==> src/design/imc_pkg.sv <==
// constants, phases and timing counts for the isa master cycle sequencer
// Functional notes
// every spacing is counted in whole periods T of the bus timing clock.
// read data is sampled no sooner than 4 T (16-bit) or 10 T (8-bit) after the address latch.
// address and byte-high enable are valid 6 T (16-bit) or 12 T (8-bit) before ready may drop.
// read data is taken no sooner than 4 T (16-bit) or 10 T (8-bit) after the address is valid.
// a slave wanting waits drops ready within 2 T (16-bit) or 5 T (8-bit) of the command.
// read data is sampled no sooner than 2 T (16-bit) or 5 T (8-bit) after the read command.
// after ready returns high, reads sample 1 T later at the earliest and writes end 2 T later.
// a write command stays asserted at least 1 T after ready is seen high.
// refresh read strobes drop no earlier than 1 T after ready is high.
// the next address latch comes at least 2 T after ready is high.
// address and byte-high enable stay valid at least 2 T after ready is high.
// the slave keeps read data valid until the read command drops.
// the slave floats the data bus no earlier than the read command drops.
// memory write data is driven at least 2 T before the memory write command.
// i/o write data is driven at least 2 T before the i/o write command.
// write data is held at least 1 T after the write command drops.
// the copied byte of an odd 8-bit write is held 1 T after the command, then floated.
package imc_pkg;

  // ----------------------------------------------------------------
  // clock and bus period
  // ----------------------------------------------------------------
  localparam int CLK_NS = 25;
  localparam int T_NS = 25;
  localparam int CYC_PER_T = (T_NS + CLK_NS - 1) / CLK_NS;

  // ----------------------------------------------------------------
  // spacings in T, then in clock cycles
  // ----------------------------------------------------------------
  localparam int ADDR_DATA16_T = 4;
  localparam int ADDR_DATA8_T = 10;
  localparam int ADDR_RDYNEG16_T = 6;
  localparam int ADDR_RDYNEG8_T = 12;
  localparam int CMD_RDYNEG16_T = 2;
  localparam int CMD_RDYNEG8_T = 5;
  localparam int RDY_READ_T = 1;
  localparam int RDY_WRITE_T = 2;
  localparam int RDY_WR_NEG_T = 1;
  localparam int RDY_REFR_NEG_T = 1;
  localparam int RDY_NEXT_ALE_T = 2;
  localparam int RDY_ADDR_HOLD_T = 2;
  localparam int WDATA_SETUP_T = 2;
  localparam int WDATA_HOLD_T = 1;

  localparam int ADDR_DATA16_CYC = ADDR_DATA16_T * CYC_PER_T;
  localparam int ADDR_DATA8_CYC = ADDR_DATA8_T * CYC_PER_T;
  localparam int CMD_DATA16_CYC = CMD_RDYNEG16_T * CYC_PER_T;
  localparam int CMD_DATA8_CYC = CMD_RDYNEG8_T * CYC_PER_T;
  // command placed so the latest ready-drop point sees the address long enough
  localparam int CMD_DLY16_CYC = (ADDR_RDYNEG16_T - CMD_RDYNEG16_T) * CYC_PER_T;
  localparam int CMD_DLY8_CYC = (ADDR_RDYNEG8_T - CMD_RDYNEG8_T) * CYC_PER_T;
  localparam int RDY_READ_CYC = RDY_READ_T * CYC_PER_T;
  localparam int RDY_WRITE_CYC = RDY_WRITE_T * CYC_PER_T;
  localparam int RDY_WR_NEG_CYC = RDY_WR_NEG_T * CYC_PER_T;
  localparam int RDY_REFR_CYC = RDY_REFR_NEG_T * CYC_PER_T;
  localparam int END_HOLD_CYC = RDY_ADDR_HOLD_T * CYC_PER_T;
  localparam int WDATA_SETUP_CYC = WDATA_SETUP_T * CYC_PER_T;
  localparam int WDATA_HOLD_CYC = WDATA_HOLD_T * CYC_PER_T;

  // ----------------------------------------------------------------
  // widths, reset values and phases
  // ----------------------------------------------------------------
  localparam int ADDR_W = 20;
  localparam int DATA_W = 16;
  localparam int FIFO_DEPTH_DEF = 16;
  localparam int CNT_W = 5;
  localparam int CNT_MAX = 31;
  localparam int RDY_MAX = 3;
  localparam logic STROBE_OFF = 1'h1;

  typedef enum logic [1:0] {
    PH_IDLE,
    PH_ADDR,
    PH_CMD,
    PH_END
  } imc_phase_t;

endpackage

==> src/design/imc_fifo.sv <==
// shift-register fifo holding read data until the user takes it
`timescale 1ns/1ps
module imc_fifo #(
  parameter int WIDTH = 16,
  parameter int DEPTH = 16
) (
  input wire logic clk_i,
  input wire logic reset_n_i,
  input wire logic in_valid_i,
  output logic in_ready_o,
  input wire logic [WIDTH-1:0] in_data_i,
  output logic out_valid_o,
  input wire logic out_ready_i,
  output logic [WIDTH-1:0] out_data_o
);

  localparam int CW = $clog2(DEPTH + 1);

  // head sits in mem[0] so the output is a plain flop
  typedef struct packed {
    logic [DEPTH-1:0][WIDTH-1:0] mem;
    logic [CW-1:0] cnt;
    logic room;
    logic nempty;
  } imc_fifo_state_t;

  imc_fifo_state_t s;
  imc_fifo_state_t next_s;

  // ----------------------------------------------------------------
  // next state
  // ----------------------------------------------------------------
  always_comb begin
    logic pop;
    logic push;
    logic [CW-1:0] left;
    next_s = s;
    pop = s.nempty && out_ready_i;
    push = in_valid_i && s.room;
    left = s.cnt - CW'(pop);
    if (pop) begin
      for (int i = 0; i < DEPTH - 1; i++) begin
        next_s.mem[i] = s.mem[i+1];
      end
    end
    if (push) begin
      next_s.mem[left] = in_data_i;
    end
    next_s.cnt = left + CW'(push);
    next_s.room = (next_s.cnt != CW'(DEPTH));
    next_s.nempty = (next_s.cnt != '0);
  end

  // ----------------------------------------------------------------
  // registers
  // ----------------------------------------------------------------
  always_ff @(posedge clk_i or negedge reset_n_i) begin
    if (!reset_n_i) begin
      s <= '{room: 1'h1, default: '0};
    end else begin
      s <= next_s;
    end
  end

  assign in_ready_o = s.room;
  assign out_valid_o = s.nempty;
  assign out_data_o = s.mem[0];

endmodule

==> src/design/imc_seq.sv <==
// isa bus master cycle sequencer with read data fifo
`timescale 1ns/1ps
module imc_seq #(
  parameter int FIFO_DEPTH = imc_pkg::FIFO_DEPTH_DEF
) (
  input wire logic clk_i,
  input wire logic reset_n_i,
  input wire logic req_valid_i,
  output logic req_ready_o,
  input wire logic req_write_i,
  input wire logic req_io_i,
  input wire logic req_low_i,
  input wire logic req_wide_i,
  input wire logic req_refresh_i,
  input wire logic req_sbhe_i,
  input wire logic [imc_pkg::ADDR_W-1:0] req_addr_i,
  input wire logic [imc_pkg::DATA_W-1:0] req_wdata_i,
  output logic rd_valid_o,
  input wire logic rd_ready_i,
  output logic [imc_pkg::DATA_W-1:0] rd_data_o,
  output logic ale_o,
  output logic [imc_pkg::ADDR_W-1:0] sa_o,
  output logic sbhe_n_o,
  output logic memr_n_o,
  output logic memw_n_o,
  output logic smemr_n_o,
  output logic smemw_n_o,
  output logic ior_n_o,
  output logic iow_n_o,
  output logic [imc_pkg::DATA_W-1:0] sd_o,
  output logic sd_oe_o,
  input wire logic [imc_pkg::DATA_W-1:0] sd_i,
  input wire logic iochrdy_i
);

  // ----------------------------------------------------------------
  // state
  // ----------------------------------------------------------------
  typedef struct packed {
    imc_pkg::imc_phase_t st;
    logic ready;
    logic ale;
    logic [imc_pkg::ADDR_W-1:0] sa;
    logic sbhe_n;
    logic memr_n;
    logic memw_n;
    logic smemr_n;
    logic smemw_n;
    logic ior_n;
    logic iow_n;
    logic [imc_pkg::DATA_W-1:0] sd;
    logic sd_oe;
    logic write;
    logic io;
    logic low;
    logic wide;
    logic refresh;
    logic [imc_pkg::CNT_W-1:0] t_addr;
    logic [imc_pkg::CNT_W-1:0] t_cmd;
    logic [1:0] t_rdy;
    logic [imc_pkg::CNT_W-1:0] t_end;
    logic push;
    logic [imc_pkg::DATA_W-1:0] pdata;
  } imc_seq_state_t;

  localparam imc_seq_state_t RST_S = '{
    st: imc_pkg::PH_IDLE,
    sbhe_n: imc_pkg::STROBE_OFF,
    memr_n: imc_pkg::STROBE_OFF,
    memw_n: imc_pkg::STROBE_OFF,
    smemr_n: imc_pkg::STROBE_OFF,
    smemw_n: imc_pkg::STROBE_OFF,
    ior_n: imc_pkg::STROBE_OFF,
    iow_n: imc_pkg::STROBE_OFF,
    default: '0
  };

  imc_seq_state_t s;
  imc_seq_state_t next_s;
  logic fifo_room;

  // ----------------------------------------------------------------
  // helpers
  // ----------------------------------------------------------------
  // true once cnt+1 whole cycles have passed, i.e. the limit is met
  function automatic logic reached(input logic [imc_pkg::CNT_W-1:0] cnt, input int n);
    return (int'(cnt) + 1) >= n;
  endfunction

  // saturating count so long wait states never wrap a timer
  function automatic logic [imc_pkg::CNT_W-1:0] bump(input logic [imc_pkg::CNT_W-1:0] cnt);
    return (int'(cnt) == imc_pkg::CNT_MAX) ? cnt : cnt + 5'h01;
  endfunction

  function automatic int cmd_dly(input logic wide);
    return wide ? imc_pkg::CMD_DLY16_CYC : imc_pkg::CMD_DLY8_CYC;
  endfunction

  function automatic int cmd_data(input logic wide);
    return wide ? imc_pkg::CMD_DATA16_CYC : imc_pkg::CMD_DATA8_CYC;
  endfunction

  function automatic int addr_data(input logic wide);
    return wide ? imc_pkg::ADDR_DATA16_CYC : imc_pkg::ADDR_DATA8_CYC;
  endfunction

  // ----------------------------------------------------------------
  // cycle sequencer
  // ----------------------------------------------------------------
  // one cycle per bus period T; all spacing is counted by t_* timers
  always_comb begin
    logic spaced;
    logic done;
    // both flags are settled below; zero keeps them defined on every path
    spaced = 1'h0;
    done = 1'h0;
    next_s = s;
    next_s.ale = 1'h0;
    next_s.push = 1'h0;
    // prior cycles of ready high, current cycle excluded
    next_s.t_rdy = iochrdy_i ? ((s.t_rdy == 2'h3) ? s.t_rdy : s.t_rdy + 2'h1) : 2'h0;
    // never finish before the slave's wait window closes
    spaced = reached(s.t_cmd, cmd_data(s.wide))
      && reached(s.t_addr, addr_data(s.wide));
    if (s.refresh) begin
      done = spaced && iochrdy_i && int'(s.t_rdy) >= imc_pkg::RDY_REFR_CYC;
    end else if (s.write) begin
      done = spaced && iochrdy_i && int'(s.t_rdy) >= imc_pkg::RDY_WRITE_CYC
        && int'(s.t_rdy) >= imc_pkg::RDY_WR_NEG_CYC;
    end else begin
      done = spaced && iochrdy_i && int'(s.t_rdy) >= imc_pkg::RDY_READ_CYC;
    end
    unique case (s.st)
      imc_pkg::PH_IDLE: begin
        if (req_valid_i && s.ready) begin
          // address, byte-high and write data all go out with the latch
          next_s.st = imc_pkg::PH_ADDR;
          next_s.ale = 1'h1;
          next_s.sa = req_addr_i;
          next_s.sbhe_n = !req_sbhe_i;
          next_s.write = req_write_i && !req_refresh_i;
          next_s.io = req_io_i;
          next_s.low = req_low_i;
          next_s.wide = req_wide_i;
          next_s.refresh = req_refresh_i;
          next_s.t_addr = '0;
          // odd byte to a narrow slave is copied onto the low lane
          if (!req_wide_i && req_addr_i[0]) begin
            next_s.sd = {req_wdata_i[15:8], req_wdata_i[15:8]};
          end else begin
            next_s.sd = req_wdata_i;
          end
          next_s.sd_oe = req_write_i && !req_refresh_i;
        end
      end
      imc_pkg::PH_ADDR: begin
        next_s.t_addr = bump(s.t_addr);
        // command waits for data setup and the address-to-ready spacing
        if (int'(s.t_addr) + 1 == cmd_dly(s.wide)) begin
          next_s.st = imc_pkg::PH_CMD;
          next_s.t_cmd = '0;
          if (s.refresh) begin
            next_s.memr_n = 1'h0;
            next_s.smemr_n = 1'h0;
          end else if (s.io) begin
            next_s.ior_n = s.write;
            next_s.iow_n = !s.write;
          end else begin
            next_s.memr_n = s.write;
            next_s.memw_n = !s.write;
            next_s.smemr_n = s.write || !s.low;
            next_s.smemw_n = !s.write || !s.low;
          end
        end
      end
      imc_pkg::PH_CMD: begin
        next_s.t_addr = bump(s.t_addr);
        next_s.t_cmd = bump(s.t_cmd);
        if (done) begin
          // data is caught on the edge the read command drops, still valid
          next_s.push = !s.write && !s.refresh;
          next_s.pdata = sd_i;
          next_s.memr_n = imc_pkg::STROBE_OFF;
          next_s.memw_n = imc_pkg::STROBE_OFF;
          next_s.smemr_n = imc_pkg::STROBE_OFF;
          next_s.smemw_n = imc_pkg::STROBE_OFF;
          next_s.ior_n = imc_pkg::STROBE_OFF;
          next_s.iow_n = imc_pkg::STROBE_OFF;
          next_s.st = imc_pkg::PH_END;
          next_s.t_end = '0;
        end
      end
      imc_pkg::PH_END: begin
        next_s.t_end = bump(s.t_end);
        // address and data held here; the latch cannot fire until idle
        if (int'(s.t_end) + 1 == imc_pkg::END_HOLD_CYC) begin
          next_s.st = imc_pkg::PH_IDLE;
          next_s.sd_oe = 1'h0;
        end
      end
    endcase
    // fifo only drains, so a room check now still holds at the sample
    next_s.ready = (next_s.st == imc_pkg::PH_IDLE) && fifo_room
      && !(s.st == imc_pkg::PH_IDLE && req_valid_i && s.ready);
  end

  // ----------------------------------------------------------------
  // registers
  // ----------------------------------------------------------------
  always_ff @(posedge clk_i or negedge reset_n_i) begin
    if (!reset_n_i) begin
      s <= RST_S;
    end else begin
      s <= next_s;
    end
  end

  // ----------------------------------------------------------------
  // read data buffer
  // ----------------------------------------------------------------
  imc_fifo #(
    .WIDTH(imc_pkg::DATA_W),
    .DEPTH(FIFO_DEPTH)
  ) u_fifo (
    .clk_i(clk_i),
    .reset_n_i(reset_n_i),
    .in_valid_i(s.push),
    .in_ready_o(fifo_room),
    .in_data_i(s.pdata),
    .out_valid_o(rd_valid_o),
    .out_ready_i(rd_ready_i),
    .out_data_o(rd_data_o)
  );

  // ----------------------------------------------------------------
  // pin outputs
  // ----------------------------------------------------------------
  assign req_ready_o = s.ready;
  assign ale_o = s.ale;
  assign sa_o = s.sa;
  assign sbhe_n_o = s.sbhe_n;
  assign memr_n_o = s.memr_n;
  assign memw_n_o = s.memw_n;
  assign smemr_n_o = s.smemr_n;
  assign smemw_n_o = s.smemw_n;
  assign ior_n_o = s.ior_n;
  assign iow_n_o = s.iow_n;
  assign sd_o = s.sd;
  assign sd_oe_o = s.sd_oe;

  // ----------------------------------------------------------------
  // checks
  // ----------------------------------------------------------------
  logic rd_act;
  logic wr_act;
  logic cmd_act;
  logic [imc_pkg::CNT_W-1:0] ale_age;
  logic [imc_pkg::CNT_W-1:0] rd_age;

  assign rd_act = !memr_n_o || !smemr_n_o || !ior_n_o;
  assign wr_act = !memw_n_o || !smemw_n_o || !iow_n_o;
  assign cmd_act = rd_act || wr_act;

  // cycles since the latch and cycles a read command has been low
  always_ff @(posedge clk_i or negedge reset_n_i) begin
    if (!reset_n_i) begin
      ale_age <= '0;
      rd_age <= '0;
    end else begin
      ale_age <= ale_o ? 5'h01 : bump(ale_age);
      rd_age <= rd_act ? bump(rd_age) : 5'h00;
    end
  end
endmodule

==> config.mk <==
export PLATFORM = sky130hd
export DESIGN_NAME = imc_seq
export DESIGN_NICKNAME = d
export VERILOG_FILES = /design/src/design/imc_pkg.sv /design/src/design/imc_fifo.sv /design/src/design/imc_seq.sv
export SDC_FILE = /design/constraint.sdc
export NUM_CORES = 1
export LEC_CHECK = 0
export BUFFER_PORTS_ARGS = -buffer_cell sky130_fd_sc_hd__clkbuf_2
export CORE_MARGIN = 3
export CORE_UTILIZATION = 60
export CTS_CLUSTER_SIZE = 40
export DETAILED_ROUTE_END_ITERATION = 12
export PLACE_DENSITY = 0.82
export SLEW_MARGIN = 15
export SYNTH_ARGS = -nofsm -noshare
export SYNTH_HDL_FRONTEND = slang
export SYNTH_SLANG_ARGS = --single-unit
==> constraint.sdc <==
create_clock -name clk_i -period 4.1 [get_ports clk_i]
set_input_delay 0.41 -clock clk_i [delete_from_list [all_inputs] [get_ports clk_i]]
set_output_delay 0.41 -clock clk_i [all_outputs]
set_load 0.05 [all_outputs]
# Yosys cells after proc, flatten, opt, wreduce, memory -nomap -nowiden
# Index checks and enable logic that the tools add are counted.
# word_totals
register_bits	350
in_bits	63
output_inout_bits	63
word_cells	163
# classes
addsub	9
magnitude_cmp	6
n_eq_ne	22
muxes	41
reduce_logical	42
# op_table
cell	n
2-to-1 mux 240 bit	2
bitwise mux 256 bit	1
2-to-1 mux 22 bit	3
demux 16 bit (select 4 bit)	1
>= comparator 32 x 5 -> 1 bit	1
case mux 5 bit (2 select lines)	3
inequality test 2 bit, second input constant	11
2-to-1 mux 5 bit	4
adder 5 x 1 -> 6 bit, second input constant	3
2-to-1 mux 17 bit	1
logical AND 1 bit	16
2-to-1 mux 16 bit	1
2-to-1 mux 2 bit	8
adder 5 x 1 -> 5 bit, second input constant	3
equality test 5 x 1 -> 1 bit, second input constant	3
2-to-1 mux 6 bit	2
case mux 6 bit (2 select lines)	1
AND reduction 3 bit	4
2-to-1 mux 11 bit	1
AND reduction 5 bit	2
2-to-1 mux 4 bit	2
2-to-1 mux 8 bit	1
case mux 2 bit (4 select lines)	1
nonzero test 2 bit	4
24 further kinds	41

# Depth between registers and ports, before layout
# logic_depth
ltp_word	13
depth_mapped	13

# Cells and area by module
# A second synthesis with hierarchy kept.
# unflattened
hier_cells	1346
area_unflattened_um2	17644.4
# modules_own_cells
mod	n_inst	cells_per_inst	area_each_um2	seq_area_each_um2
imc_fifo	1	902	13143.9	6582.6
imc_seq	1	444	4500.6	2185.8

# Worst setup path before layout
# OpenSTA, ideal clock, no wires.
# synth_path
path_kind	reg-to-reg
from	reg u_fifo.s (netlist bit u_fifo.out_valid_o)
to	reg u_fifo.s[163] (netlist bit)
setup_time_ps	141
arrival_time_ps	3106
slack_ps	853
stages_incl_launch_ff	14
n_path_buf	3
synth_period_minus_slack_ps	3247
path_cell_list	dfrtp_1 -> nand2_1 -> inv_2 -> clkbuf_1 -> ha_1 -> ha_1 -> nor3b_1 -> xnor2_1 -> nand2_1 -> or4_1 -> clkbuf_1 -> clkbuf_1 -> nor2_1 -> a31oi_1
# synth_lines
element	line_no	source
from (decl)	imc_fifo.sv:27	imc_fifo_state_t s;
from (signal assigned)	imc_fifo.sv:61	s <= next_s;

==> summary.txt <==
STA
  – Setup Skew: 0.0116 ns
  – RSZ-0062 raised after global routing: false
  – Max Clk Rate: 0.284 GHz
  – Fin crit period: 3.53 ns
  – Final slew viol count: 0
  – Final setup violation count: 0
  – Final cycle utilization of the critical path: 86.0%
  – Slew margin rel.: 23.3%
  – TNS Setup: 0 ns
  – Final hold violation count: 0
  – Setup ws final: 0.573 ns
  – Worst slew pin tran: 1.15 ns

Routing
  – Routed vias: 12700
  – Vias per cell: 5.85
  – Drc violations: 0
  – Drt total wl: 35.7 mm
  – DRT Pass-1 Iters: 5
  – WL per Instance: 16.4 µm
  – 1st-iter DRT viols: 1143
  – Final ANT Viol Nets: 0

Place
  – Port Buf Inserts: 125
  – Placed cell area: 16700 µm²
  – DP Wirelength: 22.3 mm
  – Post-placement setup slack: 0.477 ns
  – RePlAce Congestion: 0.840

Worst setup path
  – Worst path arrival time: 3.88 ns
  – Highest-delay cell along the critical path: or4_1
  – WS Path Type: reg2reg
  – Family with the most delay on the worst path: simple AND/OR/NAND/NOR gates
  – Crit end category: flop
  – CP Cell Sequence: nand2_4 -> inv_6 -> ha_1 -> ha_1 -> nor3b_1 -> xnor2_1 -> nand2_1 -> or4_1 -> nor2_1 -> a31oi_1
  – Startpoint Class: flop
  – WP buf/inv: 1
  – Most used cell, CP: ha_1
  – Critical Path RT: 4.45 ns
  – Crit path largest cell delay: 1.02 ns
  – Crit path max fanout: 43

Clock network
  – Clk sink count: 350
  – Root buffer cell: clkbuf_16
  – TritonCTS Buffers: 37
  – Reg clk slew, reported paths: 0.06 ns
  – Clk_lat worst skew: 0.52 ns
  – CTS H-tree depth: 2
  – CTS Buffer Depth: 3
  – Setup bufs post-CTS: 0
  – CTS tree: done

Finish
  – Share of cells above drive strength 1: 13.1%
  – P&R area growth vs syn: 9.35%
  – Design area: 18000 µm²
  – Antenna Diode Count: 0
  – Nets: 1904

Floorplan
  – Core area: 26500 µm²
  – Die Ht: 171 µm
  – Die area: 29400 µm²
  – Die Span X: 171 µm
  – I/O pin total: 126
  – Initial core utilization: 62.0%
  – Placement Rows: 59

Yosys
  – Post-synthesis net count: 1927
  – Top_reg_cell synth: dfrtp_1
  – Mapped Avg Cell Area: 8.93 µm²
  – Synth Register Bits: 350
  – Post-Syn Instances: 1840
  – Cell area after synthesis: 16400 µm²
  – Async set-reset flop share out of synthesis: 100%
  – Yosys warns: 0
  – Post-synth cell types: 56
  – Post-synth EDFFs: 0
  – Post-synthesis sequential area ratio: 53.4%

GRT
  – Met1 Usage GRT: 33.5%
  – Initial antenna violation count: 0
  – Grt ovf: 0
  – Pin count of the biggest net entering global routing: 227
  – First-pass GRT wire length: 60.3 mm
  – Total Routing Usage GR: 24.6%
  – Met3 GRT Util: 3.36%
  – Met2 GRT Util: 41.3%
  – Busiest grt layer: met2
  – Vias in the first global route: 12200

Pwr
  – Power per cell area: 605 nW/µm²
  – LEAKAGE: 8.86 nW
  – Peak VDD IR: 403 µV

Run
  – Max Cap Viol: 0

Status
  – Status: finished, final reports clean

Hold path
  – Worst min path class: in2reg
==> cell usage after synthesis (3+ instances only) <==
cell type,number,share of area (%)
or3_1,6,0.23
mux2_2,27,1.9
or4_1,3,0.14
nor2b_1,3,0.11
and2_1,4,0.15
buf_4,52,2.4
a221o_1,4,0.24
dfrtp_1,342,52
nor2_1,201,4.6
nor3b_1,9,0.41
dfstp_2,8,1.3
nand2_1,554,13
ha_1,24,1.8
o21ai_1,10,0.30
nand2b_1,7,0.27
nand3_1,7,0.21
mux2_1,9,0.62
xor2_1,6,0.32
clkinv_1,3,0.069
and3_1,12,0.46
a31oi_1,197,7.5
inv_1,16,0.37
mux2i_1,61,3.7
xnor2_1,8,0.43
a21oi_1,10,0.30
nor4_1,4,0.15
o21ai_0,65,2.0
o2bb2ai_1,4,0.21
nand4_1,4,0.15
clkbuf_1,148,3.4
==> worst paths after layout <==
path / from / to / slack, ns / depth (start not counted)
setup / recovery: u_fifo.out_valid_o$_DFF_PN0_ / u_fifo.s[36]$_DFF_PN0_ / 0.57 / 10
hold / removal: req_sbhe_i / sbhe_n_o$_DFFE_PN1P_ / 0.05 / 2
setup reg to reg: u_fifo.out_valid_o$_DFF_PN0_ / u_fifo.s[36]$_DFF_PN0_ / 0.57 / 10
hold reg to reg: sd_o[11]$_DFFE_PN0P_ / sd_o[11]$_DFFE_PN0P_ / 0.47 / 2
max in group asynchronous: reset_n_i / sbhe_n_o$_DFFE_PN1P_ / 2.53 / 3
min in group asynchronous: reset_n_i / s[31]$_DFFE_PN0P_ / 0.53 / 2
==> report_power, final <==
group	switching, mW	internal (mW)	total [mW]
Combinational	2.02	0.771	2.79
Clock	1.36	2.03	3.40
Sequential	0.736	3.95	4.68
Total	4.12	6.75	10.9
==> state kept, by name (all words and copies together) (netlist names), 16 cells and up <==
name               count
u_fifo.s             245
sa_o                  20
u_fifo.out_data_o     16
s                     41
sd_o                  16
==> cell usage in the layout (no fill, tap or decap), drive strengths merged, types with 3 or more instances in the layout <==
master / count
bufinv: 3
a221o: 4
clkbuf: 178
mux2i: 61
buf: 17
or3: 6
o2bb2ai: 4
xnor2: 8
or4: 3
o21ai: 75
a21oi: 10
inv: 20
nor2: 201
nand2b: 7
ha: 24
nor2b: 3
clkinv: 6
nand4: 4
and3: 12
nor4: 4
xor2: 6
nand3: 9
nor3b: 10
mux2: 36
dfrtp: 342
a31oi: 197
dfstp: 8
nand2: 554
and2: 4
==> cell type report <==
cell class | instances | area [µm²]
Fill cell | 1987 | 8540
Inverter | 20 | 80.1
Multi-Input combinational cell | 1266 | 6650
Clock buffer | 54 | 1080
Sequential cell | 350 | 8770
Clock inverter | 11 | 150
Timing Repair Buffer | 142 | 816
Tap cell | 335 | 419
==> routing by layer <==
metal / up-vias / part of all wire, %
met5: - / 0
met4: 0 / 2.8
met3: 76 / 4.8
met2: 335 / 49
met1: 6265 / 43
li1: 6060 / -
==> cell families (layout without fill, tap and decap cells) <==
logic type	after synthesis	in the layout	synth area share [%]
AND/OR/NAND/NOR	823	823	20.1
multiplexers	97	97	6.18
XOR/XNOR	14	14	0.746
AO/OA/AOI/OAI	308	308	11.5
adder cells (fa/ha/maj)	24	24	1.83
flip-flops	350	350	53.4
buffers and inverters	224	227	6.32
==> worst register-to-register path, delay by kind of cell, from the launching register on <==
kind	cells	cell delay, ns
simple gates	5	1.93
fa+ha+maj	2	0.53
flops	1	0.39
buf+inv	1	0.25
xor+xnor	1	0.21
compound gates	1	0.06
==> repair_timing <==
| item | 4_1_cts | 5_1_grt |
|---|---|---|
| hold buffers | 1 | 0 |
| gates resized for setup | 0 | 0 |
| endpoints found under the hold margin | 27 | 0 |
==> metrics by stage <==
step / total power, mW / utilization, % / hold slack, ns / cells
6_report: 10.9 / 67.8 / 0.0473 / 2178
5_1_grt: 11.4 / 67.8 / 0.0473 / 2178
4_1_cts: 10.9 / 67.8 / 0.0342 / 2178
3_5_place_dp: 7.50 / 63.1 / 0.461 / 2112
3_3_place_gp: 7.40 / 63.1 / 0.459 / 2112
2_1_floorplan: 6.91 / - / 0.114 / 1840
(Power assumes the default switching activity.)
